[config.mk]
export PLATFORM = sky130hd
export DESIGN_NAME = cmic_core
export DESIGN_NICKNAME = d
export VERILOG_FILES = /design/src/rtl/cmic_pkg.sv /design/src/rtl/cmic_sense_if.sv /design/src/rtl/cmic_core.sv /design/src/rtl/cmic_sense.sv
export SDC_FILE = /design/constraint.sdc
export NUM_CORES = 1
export LEC_CHECK = 0
export BUFFER_PORTS_ARGS = -buffer_cell sky130_fd_sc_hd__buf_2
export CAP_MARGIN = 0
export CORE_MARGIN = 1
export CORE_UTILIZATION = 45
export CTS_BUF_LIST = sky130_fd_sc_hd__clkbuf_4 sky130_fd_sc_hd__clkbuf_8
export DETAILED_ROUTE_END_ITERATION = 12
export GPL_TIMING_DRIVEN = 0
export MAX_ROUTING_LAYER = met4
export PLACE_DENSITY_LB_ADDON = 0.1
export SLEW_MARGIN = 20
export SYNTH_ARGS = -nofsm -noshare
export SYNTH_HDL_FRONTEND = slang
export SYNTH_SLANG_ARGS = --single-unit
export TNS_END_PERCENT = 100
[constraint.sdc]
create_clock -name I_MCLK -period 2.25 [get_ports I_MCLK]
set_clock_uncertainty 0.05 [all_clocks]
set_input_delay 0.45 -clock I_MCLK [delete_from_list [all_inputs] [get_ports I_MCLK]]
set_output_delay 0.45 -clock I_MCLK [all_outputs]
set_load 0.02 [all_outputs]
[src/rtl/cmic_pkg.sv]
// Constants, register map, field layout and state codes of the cell monitor I2C control block
package cmic_pkg;

   // Clock and timing
   localparam int unsigned CLK_KHZ        = 125000;
   localparam int unsigned TOUT_SHORT_MS  = 32;
   localparam int unsigned TOUT_LONG_MS   = 64;
   localparam int unsigned TOUT_SHORT_CYC = TOUT_SHORT_MS * CLK_KHZ;
   localparam int unsigned TOUT_LONG_CYC  = TOUT_LONG_MS * CLK_KHZ;
   localparam int unsigned TOUT_W         = 24;
   localparam int unsigned WAKE_NS        = 10000;
   localparam int unsigned WAKE_CYC       = WAKE_NS * (CLK_KHZ / 1000) / 1000;
   localparam int unsigned WAKE_W         = 11;

   // Bus addressing
   localparam logic [6:0] SLAVE_ADDR = 7'h5C;
   localparam logic [7:0] SLEEP_MONITOR_CONTROL_OFS = 8'h00;
   localparam logic [7:0] BALANCE_SWITCH_ENABLE_OFS = 8'h01;
   localparam logic [7:0] REG_RESET = 8'h00;

   // Fields of the sleep and monitor control register
   localparam int unsigned SLEEP_BIT = 7;
   localparam int unsigned WAKE_BIT  = 6;
   localparam int unsigned MON_BIT   = 5;
   localparam int unsigned RSV_HI    = 4;
   localparam int unsigned SEL_HI    = 2;

   // Positions of the pins inside the synchroniser vector
   localparam int unsigned PIN_SCL  = 0;
   localparam int unsigned PIN_SDA  = 1;
   localparam int unsigned PIN_WAKE = 2;
   localparam int unsigned PIN_DN0  = 3;
   localparam int unsigned PIN_DN1  = 4;
   localparam int unsigned PIN_TSEL = 5;
   localparam int unsigned PIN_N    = 6;

   localparam logic [3:0] BITS_PER_BYTE = 4'h8;

   // Byte engine states
   typedef enum logic [8:0] {
      ST_IDLE  = 9'h001,
      ST_ADDR  = 9'h002,
      ST_AACK  = 9'h004,
      ST_REG   = 9'h008,
      ST_RACK  = 9'h010,
      ST_WDATA = 9'h020,
      ST_WACK  = 9'h040,
      ST_RDATA = 9'h080,
      ST_MACK  = 9'h100
   } cmic_state_t;

endpackage : cmic_pkg

[src/rtl/cmic_sense_if.sv]
// Filtered pin levels and bus events passed from the pin sampler to the core
`timescale 1ns/1ps
`default_nettype none
interface cmic_sense_if;
   logic scl;
   logic sda;
   logic wake;
   logic dn0;
   logic dn1;
   logic tsel;
   logic scl_rise;
   logic scl_fall;
   logic start;
   logic stop;
   modport sense (output scl, sda, wake, dn0, dn1, tsel, scl_rise, scl_fall, start, stop);
   modport core  (input  scl, sda, wake, dn0, dn1, tsel, scl_rise, scl_fall, start, stop);
endinterface : cmic_sense_if
`default_nettype wire

[src/rtl/cmic_core.sv]
// Cell monitor I2C slave: byte engine, registers, wake filter, bus timeout and pin drivers
// Function
// - Read: master writes register address, then reads the byte held there.
// - First byte after START: seven address bits, then direction, one is read.
// - Acknowledge the address byte only when it matches the fixed slave address.
// - Two 8-bit registers at zero and one, both zero after reset.
// - Bit 7 zero keeps normal operation, one starts sleep.
// - While wake status is one, sleep stays zero and sleep writes are ignored.
// - Wake input high over 10 us sets wake status and clears sleep.
// - Wake status clears at once when the wake input falls.
// - Master may write wake one, acting on sleep like a pin wake.
// - Reading the wake bit shows only the pin-detected state.
// - Bit 5 enables the monitor; bits 4 and 3 are plain storage.
// - Bits 2 to 0 select cell tap code plus one when enabled.
// - Eight active-low divider controls: selected one low, all high when disabled.
// - Each balance bit enables its switch, bit 7 highest cell.
// - Balance enables are independent, any combination allowed.
// - Balance stays on until zero written or sleep accepted, which clears all.
// - Primary discharge gate high only with sleep zero and its control high.
// - Secondary discharge gate high only with sleep zero and its control high.
// - Write: START, address with write, register byte, data byte, STOP.
// - Bus timeout from START, restarted per SCL fall, releases lines on expiry.
// - Accepted sleep command shuts down the divider, monitor, balance and gate outputs; SDA keeps answering the bus.
`timescale 1ns/1ps
`default_nettype none
module cmic_core #(
   parameter int unsigned TOUT_SHORT_CYC = cmic_pkg::TOUT_SHORT_CYC,
   parameter int unsigned TOUT_LONG_CYC  = cmic_pkg::TOUT_LONG_CYC
) (
   input  wire logic       I_MCLK,
   input  wire logic       I_RST_N,
   input  wire logic       I_SCL,
   input  wire logic       I_SDA,
   input  wire logic       I_HIGH_VOLTAGE_WAKE_IN,
   input  wire logic       I_PRIMARY_DISCHARGE_CTRL_IN,
   input  wire logic       I_SECONDARY_DISCHARGE_CTRL_IN,
   input  wire logic       I_TOUT_LONG_SEL,
   output logic            O_SDA,
   output logic            O_SDA_OE_N,
   output logic [7:0]      O_DIVIDER_SWITCH_CONTROLS_N,
   output logic            O_MONITOR_OUTPUT_EN,
   output logic [7:0]      O_BALANCE_SW,
   output logic            O_PRIMARY_DISCHARGE_GATE,
   output logic            O_SECONDARY_DISCHARGE_GATE,
   output logic            O_SLEEP_REQUEST
);
   localparam int TW = cmic_pkg::TOUT_W;
   localparam int WW = cmic_pkg::WAKE_W;

   cmic_sense_if bus ();

   cmic_pkg::cmic_state_t st_q;
   logic [3:0]    cnt_q;
   logic [7:0]    shreg_q;
   logic [7:0]    txd_q;
   logic [7:0]    ptr_q;
   logic          rw_q;
   logic          nack_q;
   logic          sda_oe_n_q;
   logic          wr_q;
   logic [7:0]    wr_data_q;
   logic          sleep_q;
   logic          pin_wake_q;
   logic          wake_wr_q;
   logic [5:0]    ctl_q;
   logic [7:0]    bal_q;
   logic [WW-1:0] wake_cnt_q;
   logic [TW-1:0] tout_cnt_q;
   logic [TW-1:0] tout_lim;
   logic          tout;
   logic          wake_eff;
   logic          wr_ctl;
   logic          wr_bal;

   ////////////////////////////////////////////////////////////////////////////////
   // Helpers

   // Active-low one-hot divider select, all high when the monitor is off
   function automatic logic [7:0] div_dec(input logic en, input logic [2:0] sel);
      div_dec = en ? ~(8'h01 << sel) : 8'hFF;
   endfunction : div_dec

   // Read view; the wake bit shows the pin state only
   function automatic logic [7:0] rd_val(input logic [7:0] a, input logic sleep_request, input logic pw,
                                         input logic [5:0] c, input logic [7:0] b);
      if (a == cmic_pkg::SLEEP_MONITOR_CONTROL_OFS) begin
         rd_val = {sleep_request, pw, c};
      end else if (a == cmic_pkg::BALANCE_SWITCH_ENABLE_OFS) begin
         rd_val = b;
      end else begin
         rd_val = 8'h00;
      end
   endfunction : rd_val

   cmic_sense u_sense (
      .i_clk   (I_MCLK),
      .i_rst_n (I_RST_N),
      .i_pins  ({I_TOUT_LONG_SEL, I_SECONDARY_DISCHARGE_CTRL_IN, I_PRIMARY_DISCHARGE_CTRL_IN,
                 I_HIGH_VOLTAGE_WAKE_IN, I_SDA, I_SCL}),
      .bus     (bus)
   );

   ////////////////////////////////////////////////////////////////////////////////
   // Bus timeout; the fuse-style select picks the period
   assign tout_lim = bus.tsel ? TW'(TOUT_LONG_CYC) : TW'(TOUT_SHORT_CYC);
   assign tout     = (st_q != cmic_pkg::ST_IDLE) && (tout_cnt_q >= tout_lim);

   always_ff @(posedge I_MCLK) begin
      if (!I_RST_N) begin
         tout_cnt_q <= '0;
      end else if (bus.start || bus.scl_fall || st_q == cmic_pkg::ST_IDLE) begin
         tout_cnt_q <= '0;
      end else begin
         tout_cnt_q <= tout_cnt_q + TW'(1);
      end
   end

   ////////////////////////////////////////////////////////////////////////////////
   // Byte engine: sample on SCL rise, change SDA on SCL fall
   always_ff @(posedge I_MCLK) begin
      if (!I_RST_N) begin
         st_q       <= cmic_pkg::ST_IDLE;
         cnt_q      <= 4'h0;
         shreg_q    <= 8'h00;
         txd_q      <= 8'h00;
         ptr_q      <= 8'h00;
         rw_q       <= 1'b0;
         nack_q     <= 1'b1;
         sda_oe_n_q <= 1'b1;
         wr_q       <= 1'b0;
         wr_data_q  <= 8'h00;
      end else begin
         wr_q <= 1'b0;
         if (bus.start) begin
            st_q       <= cmic_pkg::ST_ADDR;
            cnt_q      <= 4'h0;
            sda_oe_n_q <= 1'b1;
         end else if (bus.stop || tout) begin
            st_q       <= cmic_pkg::ST_IDLE;
            sda_oe_n_q <= 1'b1;
         end else if (bus.scl_rise) begin
            if (st_q == cmic_pkg::ST_ADDR || st_q == cmic_pkg::ST_REG || st_q == cmic_pkg::ST_WDATA) begin
               shreg_q <= {shreg_q[6:0], bus.sda};
               cnt_q   <= cnt_q + 4'h1;
            end else if (st_q == cmic_pkg::ST_MACK) begin
               nack_q <= bus.sda;
            end
         end else if (bus.scl_fall) begin
            case (st_q)
               cmic_pkg::ST_ADDR: begin
                  if (cnt_q == cmic_pkg::BITS_PER_BYTE) begin
                     if (shreg_q[7:1] == cmic_pkg::SLAVE_ADDR) begin
                        st_q       <= cmic_pkg::ST_AACK;
                        sda_oe_n_q <= 1'b0;
                        rw_q       <= shreg_q[0];
                     end else begin
                        st_q <= cmic_pkg::ST_IDLE;
                     end
                  end
               end
               cmic_pkg::ST_AACK: begin
                  if (rw_q) begin
                     // Second phase of a read returns the byte at the stored pointer
                     txd_q      <= {rd_val(ptr_q, sleep_q, pin_wake_q, ctl_q, bal_q)} << 1;
                     sda_oe_n_q <= rd_val(ptr_q, sleep_q, pin_wake_q, ctl_q, bal_q) >> 7 != 8'h00;
                     cnt_q      <= 4'h1;
                     st_q       <= cmic_pkg::ST_RDATA;
                  end else begin
                     sda_oe_n_q <= 1'b1;
                     cnt_q      <= 4'h0;
                     st_q       <= cmic_pkg::ST_REG;
                  end
               end
               cmic_pkg::ST_REG: begin
                  if (cnt_q == cmic_pkg::BITS_PER_BYTE) begin
                     ptr_q      <= shreg_q;
                     sda_oe_n_q <= 1'b0;
                     st_q       <= cmic_pkg::ST_RACK;
                  end
               end
               cmic_pkg::ST_RACK, cmic_pkg::ST_WACK: begin
                  sda_oe_n_q <= 1'b1;
                  cnt_q      <= 4'h0;
                  st_q       <= cmic_pkg::ST_WDATA;
               end
               cmic_pkg::ST_WDATA: begin
                  if (cnt_q == cmic_pkg::BITS_PER_BYTE) begin
                     wr_q       <= 1'b1;
                     wr_data_q  <= shreg_q;
                     sda_oe_n_q <= 1'b0;
                     st_q       <= cmic_pkg::ST_WACK;
                  end
               end
               cmic_pkg::ST_RDATA: begin
                  if (cnt_q == cmic_pkg::BITS_PER_BYTE) begin
                     sda_oe_n_q <= 1'b1;
                     st_q       <= cmic_pkg::ST_MACK;
                  end else begin
                     sda_oe_n_q <= txd_q[7];
                     txd_q      <= {txd_q[6:0], 1'b0};
                     cnt_q      <= cnt_q + 4'h1;
                  end
               end
               cmic_pkg::ST_MACK: begin
                  // A master ACK asks for the same register again
                  if (nack_q) begin
                     st_q <= cmic_pkg::ST_IDLE;
                  end else begin
                     txd_q      <= {rd_val(ptr_q, sleep_q, pin_wake_q, ctl_q, bal_q)} << 1;
                     sda_oe_n_q <= rd_val(ptr_q, sleep_q, pin_wake_q, ctl_q, bal_q) >> 7 != 8'h00;
                     cnt_q      <= 4'h1;
                     st_q       <= cmic_pkg::ST_RDATA;
                  end
               end
               default: begin
                  st_q <= st_q;
               end
            endcase
         end
      end
   end

   ////////////////////////////////////////////////////////////////////////////////
   // Wake filter; the sampler adds a few cycles but no extra filtering on release
   always_ff @(posedge I_MCLK) begin
      if (!I_RST_N) begin
         wake_cnt_q <= '0;
         pin_wake_q <= 1'b0;
      end else if (!bus.wake) begin
         wake_cnt_q <= '0;
         pin_wake_q <= 1'b0;
      end else if (wake_cnt_q == WW'(cmic_pkg::WAKE_CYC)) begin
         pin_wake_q <= 1'b1;
      end else begin
         wake_cnt_q <= wake_cnt_q + WW'(1);
      end
   end

   ////////////////////////////////////////////////////////////////////////////////
   // Registers
   assign wr_ctl   = wr_q && ptr_q == cmic_pkg::SLEEP_MONITOR_CONTROL_OFS;
   assign wr_bal   = wr_q && ptr_q == cmic_pkg::BALANCE_SWITCH_ENABLE_OFS;
   // A written wake takes effect together with the sleep bit of the same write
   assign wake_eff = pin_wake_q || (wr_ctl ? wr_data_q[cmic_pkg::WAKE_BIT] : wake_wr_q);

   always_ff @(posedge I_MCLK) begin
      if (!I_RST_N) begin
         ctl_q     <= cmic_pkg::REG_RESET[5:0];
         wake_wr_q <= 1'b0;
      end else if (wr_ctl) begin
         ctl_q     <= wr_data_q[cmic_pkg::MON_BIT:0];
         wake_wr_q <= wr_data_q[cmic_pkg::WAKE_BIT];
      end
   end

   // Wake beats any sleep command, including one in the same cycle
   always_ff @(posedge I_MCLK) begin
      if (!I_RST_N) begin
         sleep_q <= 1'b0;
      end else if (wake_eff) begin
         sleep_q <= 1'b0;
      end else if (wr_ctl) begin
         sleep_q <= wr_data_q[cmic_pkg::SLEEP_BIT];
      end
   end

   // Each bit is its own switch; an accepted sleep clears them all
   always_ff @(posedge I_MCLK) begin
      if (!I_RST_N) begin
         bal_q <= cmic_pkg::REG_RESET;
      end else if (sleep_q) begin
         bal_q <= 8'h00;
      end else if (wr_bal) begin
         bal_q <= wr_data_q;
      end
   end

   ////////////////////////////////////////////////////////////////////////////////
   // Registered pin drivers; sleep shuts the divider, monitor, balance and gate outputs down, SDA keeps working
   always_ff @(posedge I_MCLK) begin
      if (!I_RST_N) begin
         O_SDA                       <= 1'b0;
         O_SDA_OE_N                  <= 1'b1;
         O_DIVIDER_SWITCH_CONTROLS_N <= 8'hFF;
         O_MONITOR_OUTPUT_EN         <= 1'b0;
         O_BALANCE_SW                <= 8'h00;
         O_PRIMARY_DISCHARGE_GATE    <= 1'b0;
         O_SECONDARY_DISCHARGE_GATE  <= 1'b0;
         O_SLEEP_REQUEST             <= 1'b0;
      end else begin
         O_SDA                       <= 1'b0;
         O_SDA_OE_N                  <= sda_oe_n_q;
         O_DIVIDER_SWITCH_CONTROLS_N <= div_dec(ctl_q[cmic_pkg::MON_BIT] && !sleep_q,
                                                ctl_q[cmic_pkg::SEL_HI:0]);
         O_MONITOR_OUTPUT_EN         <= ctl_q[cmic_pkg::MON_BIT] && !sleep_q;
         O_BALANCE_SW                <= sleep_q ? 8'h00 : bal_q;
         O_PRIMARY_DISCHARGE_GATE    <= !sleep_q && bus.dn0;
         O_SECONDARY_DISCHARGE_GATE  <= !sleep_q && bus.dn1;
         O_SLEEP_REQUEST             <= sleep_q;
      end
   end
endmodule : cmic_core
`default_nettype wire

[src/rtl/cmic_sense.sv]
// Pin sampler: three-stage synchronisers, agreement filter and I2C event detection
`timescale 1ns/1ps
`default_nettype none
module cmic_sense (
   input  wire logic                       i_clk,
   input  wire logic                       i_rst_n,
   input  wire logic [cmic_pkg::PIN_N-1:0] i_pins,
   cmic_sense_if.sense                     bus
);
   localparam int N = cmic_pkg::PIN_N;

   logic [N-1:0] s1_q;
   logic [N-1:0] s2_q;
   logic [N-1:0] s3_q;
   logic [N-1:0] filt_q;
   logic [N-1:0] prev_q;

   ////////////////////////////////////////////////////////////////////////////////
   // Synchroniser chain; the bus idles high, so SCL and SDA reset to one
   always_ff @(posedge i_clk) begin
      if (!i_rst_n) begin
         s1_q <= 6'h03;
         s2_q <= 6'h03;
         s3_q <= 6'h03;
      end else begin
         s1_q <= i_pins;
         s2_q <= s1_q;
         s3_q <= s2_q;
      end
   end

   // A level is accepted only once stages two and three agree
   always_ff @(posedge i_clk) begin
      if (!i_rst_n) begin
         filt_q <= 6'h03;
         prev_q <= 6'h03;
      end else begin
         filt_q <= (s2_q == s3_q) ? s2_q : filt_q;
         prev_q <= filt_q;
      end
   end

   ////////////////////////////////////////////////////////////////////////////////
   // Levels and one-cycle events
   assign bus.scl  = filt_q[cmic_pkg::PIN_SCL];
   assign bus.sda  = filt_q[cmic_pkg::PIN_SDA];
   assign bus.wake = filt_q[cmic_pkg::PIN_WAKE];
   assign bus.dn0  = filt_q[cmic_pkg::PIN_DN0];
   assign bus.dn1  = filt_q[cmic_pkg::PIN_DN1];
   assign bus.tsel = filt_q[cmic_pkg::PIN_TSEL];
   assign bus.scl_rise = filt_q[cmic_pkg::PIN_SCL] & ~prev_q[cmic_pkg::PIN_SCL];
   assign bus.scl_fall = ~filt_q[cmic_pkg::PIN_SCL] & prev_q[cmic_pkg::PIN_SCL];
   // SDA moving while SCL is held high marks START or STOP
   assign bus.start = filt_q[cmic_pkg::PIN_SCL] & prev_q[cmic_pkg::PIN_SCL]
                    & ~filt_q[cmic_pkg::PIN_SDA] & prev_q[cmic_pkg::PIN_SDA];
   assign bus.stop  = filt_q[cmic_pkg::PIN_SCL] & prev_q[cmic_pkg::PIN_SCL]
                    & filt_q[cmic_pkg::PIN_SDA] & ~prev_q[cmic_pkg::PIN_SDA];

endmodule : cmic_sense
`default_nettype wire

Word level (Yosys, flattened, before mapping)
Index checks and enable logic that the tools add are counted.
{ "classes": {"addsub": 3, "magnitude_cmp": 1, "eq_ne": 32, "n_shift": 1, "mux": 35, "bitwise_logic": 19, "reduce_logical": 41} }
{ "op_table": {"columns": ["operator", "count"], "rows": [
  ["one-hot mux 9 bit (7 select lines)", 1],
  ["2-to-1 mux 8 bit", 7],
  ["2-to-1 mux 9 bit", 4],
  ["AND reduction 7 bit", 4],
  ["adder 24 x 1 -> 24 bit (second input constant)", 1],
  ["greater-or-equal comparator 24 x 23 -> 1 bit", 1],
  ["one-hot mux 8 bit (3 select lines)", 1],
  ["2-to-1 mux 23 bit", 1],
  ["2-to-1 mux 4 bit", 5],
  ["AND reduction 6 bit", 3],
  ["one-hot mux 4 bit (4 select lines)", 1],
  ["inequality test 2 x 1 -> 1 bit (second input constant)", 6],
  ["inequality test 4 x 3 -> 1 bit (second input constant)", 3],
  ["OR reduction 2 bit", 6],
  ["adder 11 x 1 -> 11 bit (second input constant)", 1],
  ["== test 11 bit (second input constant)", 1],
  ["inverter 1 bit", 11],
  ["== test 9 x 1 -> 1 bit (second input constant)", 1],
  ["== test 9 x 2 -> 1 bit (second input constant)", 1],
  ["== test 9 x 3 -> 1 bit (second input constant)", 1],
  ["== test 9 x 4 -> 1 bit (second input constant)", 1],
  ["== test 9 x 5 -> 1 bit (second input constant)", 1],
  ["== test 9 x 6 -> 1 bit (second input constant)", 1],
  ["== test 9 x 7 -> 1 bit (second input constant)", 1],
  ["35 further kinds", 68]
]} }
{ "totals": {"ff_bits": 148, "inputBits": 8, "out_inout_bits": 22, "word_cells": 162} }

Depth between registers and ports, before layout
{ "logic_depth": {"ltp_word": 8, "depth_mapped": 9, "mapped_depth_nobuf": 8} }

By module
From an unflattened synthesis, not the netlist that was laid out.
{ "unflattened": {"hier_cells": 723, "area_unflattened_um2": 6461.2} }
{ "by_module_without_submodules": {"columns": ["module", "instances", "cells_per_inst", "area_per_inst_um2", "seq_area_each_um2"], "rows": [
  ["cmic_core", 1, 648, 5619.1, 2422.3],
  ["cmic_sense", 1, 75, 842.1, 520.5]
]} }

Least setup slack after synthesis
OpenSTA, ideal clock, no wires.
{ "synth_path": {"path_type": "reg2reg", "startpoint": "register u_sense.filt_q[5]", "endpoint": "register ptr_q[0]", "setup_time_ns": 0.072, "arrival_time_ns": 2.297, "required_time_ns": 2.128, "setup_slack_ns": -0.168, "path_stages_with_launch": 9, "path_buffers": 0, "period_less_slack_ns": 2.418, "path_cell_list": "dfxtp_1 > inv_1 > ha_1 > nand4_1 > a21oi_1 > o31ai_1 > nand3_4 > nor3_4 > mux2i_1"} }
{ "synth_between": {"elab_chain_len": 6} }
{ "synth_lines": {"columns": ["element", "line", "rtl"], "rows": [
  ["from (decl)", "cmic_sense.sv:15", "logic [N-1:0] filt_q;"],
  ["from (signal assigned)", "cmic_sense.sv:38", "filt_q <= (s2_q == s3_q) ? s2_q : filt_q;"],
  ["2-to-1 mux 23 bit", "cmic_core.sv:105", "assign tout_lim = bus.tsel ? TW'(TOUT_LONG_CYC) : TW'(TOUT_SHORT_CYC);"],
  ["greater-or-equal comparator 24 x 23 -> 1 bit", "cmic_core.sv:106", "assign tout = (st_q != cmic_pkg::ST_IDLE) && (tout_cnt_q >= tout_lim);"],
  ["logical AND 1 bit", "cmic_core.sv:106", null],
  ["logical OR 1 bit", "cmic_core.sv:138", "end else if (bus.stop || tout) begin"],
  ["inverter 1 bit (no line)", null, null],
  ["AND reduction 6 bit (no line)", null, null],
  ["to (signal assigned)", "cmic_core.sv:176", "ptr_q <= shreg_q;"],
  ["to (decl)", "cmic_core.sv:56", "logic [7:0] ptr_q;"]
]} }
No other way between the ends.
A chain may end at the register's enable or synchronous reset.

Final worst setup path
{ "layout_path": {"startpoint": "register u_sense.filt_q[5]", "endpoint": "register shreg_q[5]"} }
{ "layout_between": {"elab_chain_len": 6} }
{ "layout_lines": {"columns": ["element", "line", "rtl"], "rows": [
  ["2-to-1 mux 23 bit", "cmic_core.sv:105", null],
  ["greater-or-equal comparator 24 x 23 -> 1 bit", "cmic_core.sv:106", null],
  ["logical AND 1 bit", "cmic_core.sv:106", null],
  ["logical OR 1 bit", "cmic_core.sv:138", null],
  ["inverter 1 bit (no line)", null, null],
  ["AND reduction 4 bit (no line)", null, null],
  ["to (signal assigned)", "cmic_core.sv:143", "shreg_q <= {shreg_q[6:0], bus.sda};"],
  ["to (decl)", "cmic_core.sv:54", "logic [7:0] shreg_q;"]
]} }
No other way between the ends.

==> flow_results.xml <==
<?xml version="1.0" encoding="UTF-8"?>
<metrics>
  <group name="synth">
    <metric name="synth.top_cell.area_share" unit="%">44.9</metric>
    <metric name="post_synth_most_frequent_cells" unit="">dfxtp_1 (147), nor2_1 (95), mux2i_1 (70)</metric>
    <metric name="ys_top_cells_by_area" unit="">dfxtp_1 (45%), mux2i_1 (11%), nor2_1 (5.4%), nand2_1 (3.7%), ha_1 (3.4%)</metric>
    <metric name="synth_top_flop_cell" unit="">dfxtp_1</metric>
    <metric name="mapped_cell_area" unit="um^2">6550</metric>
    <metric name="synth_seq_cells" unit="">147</metric>
    <metric name="seq_total_area_yosys" unit="%">44.9</metric>
    <metric name="synth.net_count" unit="">731</metric>
    <metric name="synthesized_area_divided_by_synthesized_cell_count" unit="um^2">9.29</metric>
    <metric name="post_synth_edffs" unit="">0</metric>
    <metric name="warnings_from_yosys" unit="">0</metric>
    <metric name="synth.most_common_cell" unit="">dfxtp_1</metric>
    <metric name="post-synth-top-area-cell" unit="">dfxtp_1</metric>
    <metric name="synthArstFlopShare" unit="%">0</metric>
    <metric name="synth.lib_cells_used.distinct" unit="">66</metric>
    <metric name="syn_inst" unit="">705</metric>
  </group>
  <group name="floorplan">
    <metric name="core_area" unit="um^2">14000</metric>
    <metric name="design.die.area" unit="um^2">15000</metric>
    <metric name="io-pin-count" unit="">30</metric>
    <metric name="num_rows" unit="">43</metric>
    <metric name="starting_density" unit="%">46.7</metric>
    <metric name="floorplan.die.width" unit="um">123</metric>
    <metric name="chipHeight" unit="um">123</metric>
  </group>
  <group name="critical_path">
    <metric name="timing.critical_path.from_type" unit="">register</metric>
    <metric name="critPathRequiredTime" unit="ns">2.52</metric>
    <metric name="setup.worst_path.class" unit="">register to register</metric>
    <metric name="worstRegToRegCells" unit="">9</metric>
    <metric name="endpoint_kind" unit="">register</metric>
    <metric name="critical_path_peak_fanout" unit="">8</metric>
    <metric name="cp_data_arrival_time" unit="ns">2.64</metric>
  </group>
  <group name="cts">
    <metric name="cts_htree_levels" unit="">4</metric>
    <metric name="cts-buffers-inserted" unit="">17</metric>
    <metric name="insertion_delay" unit="ns">0.44</metric>
    <metric name="cts_root_buffer" unit="">clkbuf_8</metric>
    <metric name="cts_hold_buffers" unit="">0</metric>
    <metric name="clock_tree.buffer_depth" unit="">2</metric>
    <metric name="tritoncts_clock_tree" unit="">yes</metric>
    <metric name="number_of_sinks_driven_by_the_clock_tree" unit="">147</metric>
    <metric name="cts.clk_slew.worst_paths" unit="ns">0.07</metric>
  </group>
  <group name="run_status">
    <metric name="failed_checks" unit="">negative setup slack</metric>
    <metric name="outcome" unit="">finished with violations</metric>
  </group>
  <group name="finish">
    <metric name="antenna_fix_cells" unit="">0</metric>
    <metric name="syn2layout_area_growth" unit="%">18.4</metric>
    <metric name="design_area" unit="um^2">7760</metric>
    <metric name="layout.nets" unit="">796</metric>
    <metric name="drive_gt1_share" unit="%">17.6</metric>
    <metric name="utilization" unit="%">55.2</metric>
    <metric name="stdcell_count" unit="">963</metric>
  </group>
  <group name="place">
    <metric name="placedInstanceArea" unit="um^2">6930</metric>
    <metric name="port_buffers" unit="">28</metric>
    <metric name="gp_congestion" unit="">0.919</metric>
    <metric name="place.detailed.hpwl" unit="um">10400</metric>
    <metric name="pre_cts_ws" unit="ns">-0.468</metric>
    <metric name="post-place-cells" unit="">913</metric>
  </group>
  <group name="hold_path">
    <metric name="worst_hold_path_type" unit="">input pin to register</metric>
    <metric name="whs_path_depth" unit="">2</metric>
  </group>
  <group name="sta">
    <metric name="period_needed" unit="ns">2.37</metric>
    <metric name="finalHoldWorstSlack" unit="ns">0.137</metric>
    <metric name="rsz0062_at_grt" unit="">yes</metric>
    <metric name="setup_ws" unit="ns">-0.124</metric>
    <metric name="timing.final.max_slew_violations" unit="">0</metric>
    <metric name="finalCritPeriodShare" unit="%">106</metric>
    <metric name="maxClockFrequency" unit="MHz">421</metric>
    <metric name="headroom_to_the_max_slew_limit" unit="%">54.4</metric>
    <metric name="worstMarginPinSlew" unit="ns">0.685</metric>
    <metric name="hold_viol" unit="">0</metric>
    <metric name="setup_viol" unit="">41</metric>
  </group>
  <group name="grt">
    <metric name="vias_in_the_first_global_route" unit="">4841</metric>
    <metric name="global_route_wire_length_before_repair" unit="um">24000</metric>
    <metric name="gr-usage-all-layers" unit="%">21.3</metric>
    <metric name="grt_antenna_before_repair" unit="">0</metric>
    <metric name="grt_overflow" unit="">0</metric>
    <metric name="grt_start_max_net_pins" unit="">17</metric>
  </group>
  <group name="run">
    <metric name="cap_viol_max_count" unit="">0</metric>
  </group>
  <group name="detailed_routing">
    <metric name="detailedRoute.firstIterationViolations" unit="">295</metric>
    <metric name="drc" unit="">0</metric>
    <metric name="drt.antenna.violating_nets" unit="">0</metric>
    <metric name="num_vias" unit="">5082</metric>
    <metric name="finalWirelength" unit="um">14500</metric>
    <metric name="post_drt_via_cell_ratio" unit="">5.28</metric>
    <metric name="per_cell_routed_wire_length" unit="um">15.0</metric>
    <metric name="drt_pass_1_iters" unit="">4</metric>
  </group>
  <group name="pwr">
    <metric name="power.ir.vdd_worst" unit="uV">532</metric>
    <metric name="power.density_cell_area" unit="nW/um^2">623</metric>
    <metric name="power.leakage" unit="nW">3.04</metric>
  </group>
</metrics>
[through the flow]
stage / power [mW] / TNS, ns
after floorplan: 2.79 / -0.499
after global placement: 2.84 / -10.90
after detailed placement: 2.84 / -12.69
after CTS: 4.89 / -2.48
after global routing: 5.03 / -7.30
final: 4.84 / -3.20
[cells in the final DEF, fill, tap and decap left out, drive strengths merged, types with 5 or more instances in the layout]
cell    instances
or3             9
and2           27
buf            60
nand4          11
a31oi           8
xor2           18
inv            27
nand3          26
nor2           95
nor4            8
clkbuf         35
o21ai          16
xnor2          17
nor3           10
nor4b           5
nand2          64
ha             18
mux2i          70
a21oi          14
and3           11
nand2b         11
o31ai           9
dfxtp         147
nor2b           9
[per-layer routing]
metal | share of wire, % | vias up | wire length, um | track usage (%)
met4 | 1.2 | 0 | 175 | 6.48
met2 | 47 | 86 | 6850 | 33.5
met1 | 48 | 2410 | 6940 | 27.2
met5 | 0 | - | 0 | -
met3 | 3.5 | 12 | 508 | 4.60
li1 | - | 2574 | - | -
[cell families after synthesis]
group	share of synthesized area (%)
XOR/XNOR	4.68
AO/OA/AOI/OAI	8.12
adder cells (fa/ha/maj)	3.44
flip-flops	44.9
AND/OR/NAND/NOR	24.4
multiplexers	10.9
other	0.0572
buffers and inverters	3.55
[power by group]
group,internal (mW),switching [mW],total (mW)
Combinational,0.0628,0.107,0.169
Clock,1.04,0.993,2.03
Sequential,2.62,0.0151,2.63
Total,3.72,1.11,4.84
[state kept, by name, indices dropped and copies added (netlist names), 2 cells and up]
name and cells:
tout_cnt_q 24, wake_cnt_q 11, st_q 9, O_BALANCE_SW 8
O_DIVIDER_SWITCH_CONTROLS_N 8, bal_q 8, ptr_q 8, shreg_q 8
wr_data_q 8, txd_q 7, ctl_q 6, u_sense.filt_q 6
u_sense.s1_q 6, u_sense.s2_q 6, u_sense.s3_q 6, cnt_q 4
u_sense.prev_q 2
[worst max-delay path, cell delays in order, from the launching register on]
cell and delay [ns]:
dfxtp_4 0.38, buf_12 0.13, ha_1 0.26, and4b_1 0.23, o2111ai_4 0.14, a311o_2 0.43, buf_4 0.16, nand4_4 0.17
mux2i_1 0.25, nor2_1 0.05
[timing repair]
item                       4_1_cts  5_1_grt
setup endpoints to repair       47       71
gates cloned                     1        0
pin swaps                       12        9
gates resized for setup         28       25
setup buffers                   13        5
[final cells by class]
class | count | area (um^2)
timing repair buffer | 47 | 332
fill | 1254 | 6290
sequential | 147 | 2950
buffer | 28 | 143
multi-input combinational | 504 | 3610
inverter | 25 | 101
clock inverter | 12 | 131
clock buffer | 20 | 263
tap | 180 | 225
[final timing paths]
kind	startpoint	to	slack, ns
worst min register to register	u_sense.s1_q[1]$_SDFF_PN1_	u_sense.s2_q[1]$_SDFF_PN1_	0.36
worst max register to register	u_sense.filt_q[5]$_SDFFE_PN0N_	shreg_q[5]$_SDFFE_PN0P_	-0.12
worst min-delay path	I_SDA	u_sense.s1_q[1]$_SDFF_PN1_	0.14
worst max-delay path	u_sense.filt_q[5]$_SDFFE_PN0N_	shreg_q[5]$_SDFFE_PN0P_	-0.12
No activity file was read; power rests on OpenSTA's default activity.
